**src/watchdog_interval_timer_regs.svh**
```systemverilog
// constants for the watchdog / interval timer: keys, field positions, reset values
// assumes inclusion by bare name from the timer module or its test bench
`ifndef WATCHDOG_INTERVAL_TIMER_REGS_SVH
`define WATCHDOG_INTERVAL_TIMER_REGS_SVH

`define WIT_KEY_COUNTER     8'h5a
`define WIT_KEY_CONTROL     8'ha5
`define WIT_CTRL_RESET      8'h00
`define WIT_COUNT_RESET     8'h00
`define WIT_BIT_ENABLE      7
`define WIT_BIT_MODE        6
`define WIT_BIT_RSTSEL      5
`define WIT_BIT_WD_FLAG     4
`define WIT_BIT_IV_FLAG     3
`define WIT_CLKSEL_MSB      2
`define WIT_CLKSEL_LSB      0
`define WIT_PRESCALE_WIDTH  12
`define WIT_RESET_PULSE_CYC 4'h4
`define WIT_STOP_VALUE      8'h00

`endif

```
**src/watchdog_interval_timer_pkg.sv**
```systemverilog
// types for the watchdog / interval timer
// assumes the constants header sits in the same folder
`default_nettype none
package watchdog_interval_timer_pkg;
	typedef enum logic [1:0] {
		st_idle     = 2'b00,
		st_settling = 2'b01,
		st_running  = 2'b10
	} timer_state_t;

	typedef enum logic [1:0] {
		acc_byte = 2'b00,
		acc_word = 2'b01,
		acc_long = 2'b10
	} access_size_t;
endpackage
`default_nettype wire

```
**src/watchdog_interval_timer.sv**
```systemverilog
// watchdog / interval timer with keyed word writes and pll settling timing
// assumes the cpu write port, the frequency control write strobe and
// the count-clock prescaler all sit on core_clk
//
// Function
// software uses the timer for settling only when the pll multiplier changes.
// software clears timer enable before any frequency change.
// software loads clock select and count so overflow outlasts settling.
// frequency control write halts the processor and starts counting.
// settling overflow resumes clock and processor, watchdog flag stays clear.
// after settling overflow the counter stops at 00 or 01.
// software reads counter as 00 before writing it after change.
// watchdog setup: mode select 1, reset type, clock, initial count.
// enable with mode select 1 counts in watchdog mode.
// software rewrites counter to 00 periodically in watchdog mode.
// watchdog overflow sets its flag, issues selected reset, keeps counting.
// interval setup: mode select 0, clock select, initial count.
// enable with mode select 0 counts in interval mode.
// interval overflow sets its flag, requests interrupt, keeps counting.
// software waits 30 bus clocks before cache use after a change.
// writes are keyed words, 5a counter, a5 control; others ignored.
// clock select divides by 1,4,16,32,64,256,1024,4096.
// reset select picks power-on when 0, manual when 1.
// enable low stops counting and keeps the counter value.
// overflow is a wrap from ff to 00 on a count tick.
`timescale 1ns/1ps
`default_nettype none
`include "watchdog_interval_timer_regs.svh"

module watchdog_interval_timer #(
	parameter int COUNT_WIDTH = 8
) (
	// clock and reset
	input  wire logic                   core_clk,
	input  wire logic                   reset,
	// cpu write port
	input  wire logic                   write_strobe,
	input  wire logic [1:0]             write_size,
	input  wire logic                   write_sel_counter,
	input  wire logic                   write_sel_control,
	input  wire logic [15:0]            write_data,
	// clock pulse generator side
	input  wire logic                   frequency_control_write,
	output logic                        processor_halt,
	// readback
	output logic [COUNT_WIDTH-1:0]      timer_counter,
	output logic [7:0]                  timer_control_status,
	// reset and interrupt requests
	output logic                        power_on_reset_req,
	output logic                        manual_reset_req,
	output logic                        interval_irq
);
	// decodes the divider tap for a clock select code
	function automatic logic tick_for(input logic [2:0] sel,
		input logic [`WIT_PRESCALE_WIDTH-1:0] pre);
		logic [`WIT_PRESCALE_WIDTH-1:0] mask;
		mask = '0;
		unique case (sel)
			3'h0: mask = 12'h000;
			3'h1: mask = 12'h003;
			3'h2: mask = 12'h00f;
			3'h3: mask = 12'h01f;
			3'h4: mask = 12'h03f;
			3'h5: mask = 12'h0ff;
			3'h6: mask = 12'h3ff;
			3'h7: mask = 12'hfff;
		endcase
		return (pre & mask) == mask;
	endfunction

	// sequencer, divider, counter and control state
	watchdog_interval_timer_pkg::timer_state_t state, next_state;
	logic [`WIT_PRESCALE_WIDTH-1:0]            prescale, next_prescale;
	logic [COUNT_WIDTH-1:0]                    next_counter;
	logic [7:0]                                next_control;
	// request stretcher state
	logic [3:0]                                pulse_cnt, next_pulse_cnt;
	logic                                      pulse_manual, next_pulse_manual;
	logic                                      next_por_req, next_manual_req;
	logic                                      next_irq;
	// decoded strobes
	logic                                      counting, tick, wrap, word_ok;
	logic                                      counter_write, control_write;
	logic                                      watchdog_wrap, interval_wrap;

	// only keyed word writes reach the registers; byte and long writes are dropped
	assign word_ok = write_strobe &&
		(write_size == watchdog_interval_timer_pkg::acc_word);
	// a wrong key is taken as a runaway program and ignored, not flagged
	assign counter_write = word_ok && write_sel_counter &&
		(write_data[15:8] == `WIT_KEY_COUNTER);
	assign control_write = word_ok && write_sel_control &&
		(write_data[15:8] == `WIT_KEY_CONTROL);

	// the divider only runs while the counter may count
	assign counting = (state == watchdog_interval_timer_pkg::st_settling) ||
		(state == watchdog_interval_timer_pkg::st_running);
	assign tick = counting &&
		tick_for(timer_control_status[`WIT_CLKSEL_MSB:`WIT_CLKSEL_LSB], prescale);
	assign wrap = tick && (timer_counter == {COUNT_WIDTH{1'b1}});

	// settling wraps are split off here so that they raise neither flag nor request
	assign watchdog_wrap = wrap && (state == watchdog_interval_timer_pkg::st_running) &&
		timer_control_status[`WIT_BIT_MODE];
	assign interval_wrap = wrap && (state == watchdog_interval_timer_pkg::st_running) &&
		!timer_control_status[`WIT_BIT_MODE];

	// the halt is a decode of the state register, so it cannot glitch
	assign processor_halt = (state == watchdog_interval_timer_pkg::st_settling);

	// divider next value: cleared while stopped so every start sees a full period
	always_comb begin
		next_prescale = '0;
		if (counting) begin
			next_prescale = prescale + 1'b1;
		end
	end

	// divider register
	always_ff @(posedge core_clk or posedge reset) begin
		if (reset) begin
			prescale <= '0;
		end else begin
			prescale <= next_prescale;
		end
	end

	// counter, control register and sequencer next values
	always_comb begin
		next_state   = state;
		next_counter = timer_counter;
		next_control = timer_control_status;
		// a count tick moves the counter; a keyed write in the same cycle wins
		if (tick) begin
			next_counter = timer_counter + 1'b1;
		end
		if (counter_write) begin
			next_counter = write_data[COUNT_WIDTH-1:0];
		end
		if (control_write) begin
			// software can only clear a flag: writing 0 clears it, 1 keeps it
			next_control = write_data[7:0];
			next_control[`WIT_BIT_WD_FLAG] = timer_control_status[`WIT_BIT_WD_FLAG] &
				write_data[`WIT_BIT_WD_FLAG];
			next_control[`WIT_BIT_IV_FLAG] = timer_control_status[`WIT_BIT_IV_FLAG] &
				write_data[`WIT_BIT_IV_FLAG];
		end
		// hardware sets come last, so a set beats a clear in the same cycle
		if (watchdog_wrap) begin
			next_control[`WIT_BIT_WD_FLAG] = 1'b1;
		end
		if (interval_wrap) begin
			next_control[`WIT_BIT_IV_FLAG] = 1'b1;
		end
		unique case (state)
			watchdog_interval_timer_pkg::st_idle: begin
				// a frequency change takes the counter from idle, ahead of the enable; while running it is ignored
				if (frequency_control_write) begin
					next_state = watchdog_interval_timer_pkg::st_settling;
				end else if (timer_control_status[`WIT_BIT_ENABLE]) begin
					next_state = watchdog_interval_timer_pkg::st_running;
				end
			end
			watchdog_interval_timer_pkg::st_settling: begin
				// the counter parks at the stop value and no flag is raised
				if (wrap) begin
					next_state   = watchdog_interval_timer_pkg::st_idle;
					next_counter = COUNT_WIDTH'(`WIT_STOP_VALUE);
				end
			end
			watchdog_interval_timer_pkg::st_running: begin
				// clearing the enable stops at once and leaves the count where it is
				if (!next_control[`WIT_BIT_ENABLE]) begin
					next_state = watchdog_interval_timer_pkg::st_idle;
				end
			end
			default: next_state = watchdog_interval_timer_pkg::st_idle;
		endcase
	end

	// state, counter and control registers; the external reset clears all three
	always_ff @(posedge core_clk or posedge reset) begin
		if (reset) begin
			state                <= watchdog_interval_timer_pkg::st_idle;
			timer_counter        <= COUNT_WIDTH'(`WIT_COUNT_RESET);
			timer_control_status <= `WIT_CTRL_RESET;
		end else begin
			state                <= next_state;
			timer_counter        <= next_counter;
			timer_control_status <= next_control;
		end
	end

	// request stretcher: a reset request stands for a fixed count of cycles
	always_comb begin
		next_pulse_cnt    = pulse_cnt;
		next_pulse_manual = pulse_manual;
		if (pulse_cnt != 4'h0) begin
			next_pulse_cnt = pulse_cnt - 4'h1;
		end
		// the reset type is latched at the wrap, so a later write cannot swap it mid-pulse
		if (watchdog_wrap) begin
			next_pulse_cnt    = `WIT_RESET_PULSE_CYC;
			next_pulse_manual = timer_control_status[`WIT_BIT_RSTSEL];
		end
		next_por_req    = (next_pulse_cnt != 4'h0) && !next_pulse_manual;
		next_manual_req = (next_pulse_cnt != 4'h0) && next_pulse_manual;
		next_irq        = interval_wrap;
	end

	// request registers, so the reset logic and interrupt controller see clean levels
	always_ff @(posedge core_clk or posedge reset) begin
		if (reset) begin
			pulse_cnt          <= 4'h0;
			pulse_manual       <= 1'b0;
			power_on_reset_req <= 1'b0;
			manual_reset_req   <= 1'b0;
			interval_irq       <= 1'b0;
		end else begin
			pulse_cnt          <= next_pulse_cnt;
			pulse_manual       <= next_pulse_manual;
			power_on_reset_req <= next_por_req;
			manual_reset_req   <= next_manual_req;
			interval_irq       <= next_irq;
		end
	end
endmodule

`default_nettype wire

```
**config.mk**
```make
export PLATFORM = sky130hd
export DESIGN_NAME = watchdog_interval_timer
export DESIGN_NICKNAME = d
export VERILOG_FILES = /design/src/watchdog_interval_timer_pkg.sv /design/src/watchdog_interval_timer.sv
export VERILOG_INCLUDE_DIRS = /design/src
export SDC_FILE = /design/constraint.sdc
export NUM_CORES = 1
export LEC_CHECK = 0
export BUFFER_PORTS_ARGS = -buffer_cell sky130_fd_sc_hd__buf_2
export CORE_MARGIN = 4
export CORE_UTILIZATION = 56
export DETAILED_ROUTE_END_ITERATION = 12
export PLACE_DENSITY = 0.82
export SLEW_MARGIN = 5
export SYNTH_ARGS = -nofsm -noshare
export SYNTH_HDL_FRONTEND = slang
export SYNTH_SLANG_ARGS = --single-unit
```
**constraint.sdc**
```tcl
create_clock -name core_clk -period 3.1 [get_ports core_clk]
set_input_delay 0.465 -clock core_clk [delete_from_list [all_inputs] [get_ports core_clk]]
set_output_delay 0.465 -clock core_clk [all_outputs]
set_load 0.05 [all_outputs]
```
# Yosys cells after proc, flatten, opt, wreduce, memory -nomap -nowiden
# Memory sizes are Yosys's and may differ from the RTL's.
# Cells that the tools add are included.
[totals]
mem_count = 1
rom_bits = 96
word_cells = 66
reg_bits = 38
[classes]
bitwise = 3
mux = 16
reduce_logical = 21
n_eq_ne = 10
addsub = 3
[mem_list]
columns = ["memory", "words", "width", "read_ports", "rd_clocked_by_memory_dff", "write_ports", "line", "rtl"]
rows = [
  ["(no name shown)", 8, 12, 1, 0, 0, "watchdog_interval_timer.sv:58", "unique case (sel)"],
]
[ops]
columns = ["op", "count"]
rows = [
  ["$mux W8", 5],
  ["$eq A8 B8 Y1 const B", 2],
  ["$add A12 B1 Y12 const B", 1],
  ["$and A12 B12 Y12", 1],
  ["$eq A12 B12 Y1", 1],
  ["$logic_and A1 B1 Y1", 12],
  ["$mux W12", 1],
  ["$add A8 B1 Y8 const B", 1],
  ["$eq A8 B7 Y1 const B", 1],
  ["$mux W2", 4],
  ["$mux W4", 2],
  ["$reduce_bool A4 Y1", 2],
  ["$pmux W2 S3", 1],
  ["$eq A2 B1 Y1 const B", 2],
  ["$reduce_bool A2 Y1", 2],
  ["$sub A4 B1 Y4 const B", 1],
  ["$mux W1", 3],
  ["$ne A3 B3 Y1 const B", 1],
  ["$reduce_and A3 Y1", 1],
  ["$and A1 B1 Y1", 2],
  ["$eq A2 B2 Y1 const B", 1],
  ["$logic_not A1 Y1", 2],
  ["$logic_not A2 Y1", 1],
  ["$ne A2 B1 Y1 const B", 1],
  ["other kinds (2)", 2],
]

# Longest topological paths before layout
# An unclocked memory read counts as a cell.
[depth]
word_depth = 10
ltp_mapped = 8
ltp_nobuf = 7

# Worst setup path after synthesis
# No wires, ideal clock.
[synth_path]
kind = "in2reg"
startpoint = "in write_data[9]"
endpoint = "reg state[0]"
arrival_time_ps = 1962
setup_ps = 121
path_buffers = 0
path_slack_ps = 1017
required_ps = 2979
stages = 6
path_cell_list = "or4b_4 nor4_4 mux2_4 nand2_2 nand2_1 a22o_1"
[synth_between]
elab_chain_len = 5
[synth_rtl]
columns = ["element", "line", "rtl"]
rows = [
  ["start, declared", "watchdog_interval_timer.sv:41", "input wire logic [15:0] write_data,"],
  ["$eq A8 B8 Y1 (no source line)", "-", ""],
  ["$logic_and A1 B1 Y1", "watchdog_interval_timer.sv:92", "assign control_write = word_ok && write_sel_control &&"],
  ["$mux W8", "watchdog_interval_timer.sv:140", "if (control_write) begin"],
  ["net next_control[7]", "watchdog_interval_timer.sv:75", "logic [7:0] next_control;"],
  ["$ne A2 B2 Y1 (no source line)", "-", ""],
  ["$reduce_and A3 Y1 (no source line)", "-", ""],
  ["end signal, assigned", "watchdog_interval_timer.sv:184", "state <= watchdog_interval_timer_pkg::st_idle;"],
  ["end signal, assigned", "watchdog_interval_timer.sv:188", "state <= next_state;"],
  ["end, declared", "watchdog_interval_timer.sv:72", "watchdog_interval_timer_pkg::timer_state_t state, next_state;"],
]
# The timed path passes the listed nets, and every way through them passes these cells. The select of a mux whose other input is x is not followed.
# A chain may end at the register's enable or synchronous reset.

# Final worst setup path
[layout_path]
startpoint = "reg state[0]"
endpoint = "reg timer_counter[4]"
[layout_between]
elab_chain_len = 7
elab_cells_between_ends = 9
cone_classes = "eq/ne (2); mux (4); reduce/logical (3)"
[layout_rtl]
columns = ["element", "line", "rtl"]
rows = [
  ["$eq A2 B1 Y1 or $eq A2 B2 Y1 (tied branches)", "watchdog_interval_timer.sv:96, watchdog_interval_timer.sv:155, watchdog_interval_timer.sv:97", ""],
  ["$logic_or A1 B1 Y1", "watchdog_interval_timer.sv:96", "assign counting = (state == watchdog_interval_timer_pkg::st_settling) ||"],
  ["$logic_and A1 B1 Y1", "watchdog_interval_timer.sv:98", "assign tick = counting &&"],
  ["$mux W8", "watchdog_interval_timer.sv:134", "if (tick) begin"],
  ["$mux W8", "watchdog_interval_timer.sv:137", "if (counter_write) begin"],
  ["$mux W8", "watchdog_interval_timer.sv:166", "if (wrap) begin"],
  ["$mux W8 *", "watchdog_interval_timer.sv:155", "unique case (state)"],
  ["net next_counter[4]", "watchdog_interval_timer.sv:74", "logic [COUNT_WIDTH-1:0] next_counter;"],
  ["end signal, assigned", "watchdog_interval_timer.sv:185", "timer_counter <= COUNT_WIDTH'(`WIT_COUNT_RESET);"],
  ["end signal, assigned", "watchdog_interval_timer.sv:189", "timer_counter <= next_counter;"],
  ["end, declared", "watchdog_interval_timer.sv:46", "output logic [COUNT_WIDTH-1:0] timer_counter,"],
]
# The timed path passes the listed nets; every way through them passes the cells marked *.

==> run metrics <==
placed wire-length estimate 3.05 mm; WS Path Type flop to flop; fillers 286; number of global-route vias before repair 1,475; Crit. End Element flop; initial antenna violation count 0; Yosys warning total 0; ratio of final minimum period to clock period 0.731; Std-Cell Rows 21; critical path peak fanout 13; setup violators final 0; CTS Buffer Depth 2; measured slew at the worst slew-check pin 0.647 ns; CTS tree done; sequential area share after synthesis 0.470; PwrDens 721 mW/mm2; Die ar. 0.00464 mm2; Vias 1,640; Max Clock Skew 0.00578 ns; DR DRC count 0; Final Routed Wirelength 4.07 mm; Startpoint Class flop; fmax 441 MHz; Seq pwr share 0.411; H-tree levels 2; DR WL/cell 13.3 um; RSZ-0062 raised after global routing no; clock latency on the worst-skew pair 0.34 ns; syn_area_per_cell 9.54 um2; outcome complete, no violations; Switch Pwr 0.728 mW; pre-CTS setup slack 0.701 ns; # clock sinks 38; register area 951 um2; Die Y 68.1 um; Mapped Nets 242; Core Box Area 0.00342 mm2; worst hold path type input pin to asynchronous set/reset pin; largest net degree at the start of global routing 39; clock network fraction of design power 0.159; n_diodes 0; internal power 0.963 mW; RD Place Congestion 0.815; grt ovf 0; TNS Setup 0 ns; share of cells above drive strength 1 0.224; Final ANT Viol Nets 0; Worst Slack Setup Final 0.834 ns; Starting Density 0.592; CTS clk-pin slew, worst paths 0.11 ns; Clock Tree Root clkbuf_4; DRT Pass-1 Iters 4; total CTS buffers 5; Slew Viols, Final 0; Synth Flop Type dfrtp_1; Comb pwr share 0.430; Synth Instances 212; Final Total Pwr 1.69 mW; Post-CTS Resized 0; synthesized cell area 0.00202 mm2; multi-input logic area 0.00100 mm2; min cycle time layout 2.27 ns; Cell variety after synth 42; Final #Nets 288; peak supply drop 0.375 mV; CP Cell Sequence inv_1, ha_1, and3_1, and2_1, and3_1, a211oi_1; Slowest-stage cell, CP ha_1; # Max-Cap Violations 0; Yosys reg bits 38; Net Sw Frac 0.431; Hold Violations, Final 0; drt initial violations 71; WP data arrival 2.46 ns; first-pass GRT wire length 6.58 mm; Tot GR Track Use 0.191; asr flop ratio synth 1.00; Leak 1.11 nW; Post-CTS Setup Repair Bufs 0; IO Port Bufs 43; Top cell by count, worst path and3_1; IO Pins 44; Die W 68.1 um; hold bufs inserted after CTS 0; Area Growth Syn to Fin 16.0%; Max-slew headroom 0.568; vias per inst 5.38; Critical Path RT 3.29 ns; EDFF count, synth 0; max incr delay on CP 0.49 ns
[kinds of logic (layout without fill, tap and decap cells)]
family          count (synthesis)  in the layout  synth area share
buf+inv                        18             65            0.0340
simple gates                   94             94             0.245
flops                          38             38             0.470
fa+ha+maj                       6              6            0.0371
xor+xnor                       15             15            0.0650
compound gates                 38             38             0.131
mux                             3              3            0.0173
[per-stage QoR]
step	util	hold WS [ns]	instance area, um2	instances
2_1_floorplan	-	0.450	2020	212
3_3_place_gp	0.669	0.461	2290	297
3_5_place_dp	0.669	0.465	2290	297
4_1_cts	0.687	0.221	2350	305
5_1_grt	0.687	0.245	2350	305
6_report	0.687	0.202	2350	305
[cells in the final DEF (no fill, tap or decap), types with 2 or more instances in the layout]
cell	n
buf_2	43
dfrtp_1	38
nand2_1	23
nor2_1	21
inv_1	11
and2_1	10
nand3_1	9
xor2_1	8
a211oi_1	8
xnor2_1	7
nand4_1	6
o21ai_1	6
ha_1	6
clkbuf_4	5
a21oi_1	4
nor2b_1	4
or3_1	4
o21ai_0	4
and3_1	3
nand3b_1	3
a31oi_1	3
nor3_1	3
a21boi_1	3
nand2b_1	2
o31ai_1	2
mux2i_1	2
buf_4	2
[final timing paths]
kind / startpoint / end / slack (ns) / depth (start not counted)
max: state[0] / timer_counter[4] / 0.83 / 6
min: reset / pulse_cnt[1] / 0.20 / 3
max reg2reg: state[0] / timer_counter[4] / 0.83 / 6
min reg2reg: timer_control_status[6] / interval_irq / 0.48 / 1
max in group asynchronous: reset / prescale[1] / 2.56 / 3
min in group core_clk: write_data[2] / timer_control_status[2] / 0.34 / 3
[synthesized netlist by cell type (5+ instances only)]
master    number  area (um2)
nor2_1        21        78.8
ha_1           6        75.1
nand4_1        6        37.5
dfrtp_1       38         951
a211oi_1       8        60.1
inv_1         11        41.3
clkbuf_1       5        18.8
nand2_1       23        86.3
nand3_1        9        45.0
o21ai_1        6        30.0
xor2_1         8        70.1
xnor2_1        7        61.3
and2_1        10        62.6
[cell type report]
cell class | count | area share
Tap cell | 46 | 0.0245
Clock inverter | 1 | 0.00213
Sequential cell | 38 | 0.405
Multi-Input combinational cell | 156 | 0.427
Inverter | 12 | 0.0192
Clock buffer | 7 | 0.0235
Timing Repair Buffer | 45 | 0.0981
[flip-flops by register name, indices dropped and copies added, names as in the netlist]
| register | cells |
|---|---|
| prescale | 12 |
| timer_control_status | 8 |
| timer_counter | 8 |
| pulse_cnt | 4 |
| state | 2 |
| interval_irq | 1 |
| manual_reset_req | 1 |
| power_on_reset_req | 1 |
| pulse_manual | 1 |
[power groups by stage]
stage | registers [mW] | clock network [mW] | logic [mW]
2_1_floorplan | 0.876 | 0 | 0.391
3_3_place_gp | 0.699 | 0 | 0.716
3_5_place_dp | 0.705 | 0 | 0.730
4_1_cts | 0.695 | 0.272 | 0.734
5_1_grt | 0.711 | 0.298 | 0.797
6_report | 0.695 | 0.269 | 0.727
[layer usage]
layer | global-route usage | part of all wire | up-vias
met5 | 0 | 0 | -
met1 | 0.275 | 0.48 | 763
met4 | 0.0720 | 0.013 | 0
met3 | 0.0427 | 0.052 | 7
met2 | 0.280 | 0.45 | 43
li1 | - | - | 827
[critical path, delay by kind of cell (launching register included)]
family | cells | cell delay (ns)
fa+ha+maj | 1 | 0.49
buf+inv | 1 | 0.08
flops | 1 | 0.42
simple gates | 3 | 1.04
compound gates | 1 | 0.09
(Power assumes the default switching activity.)
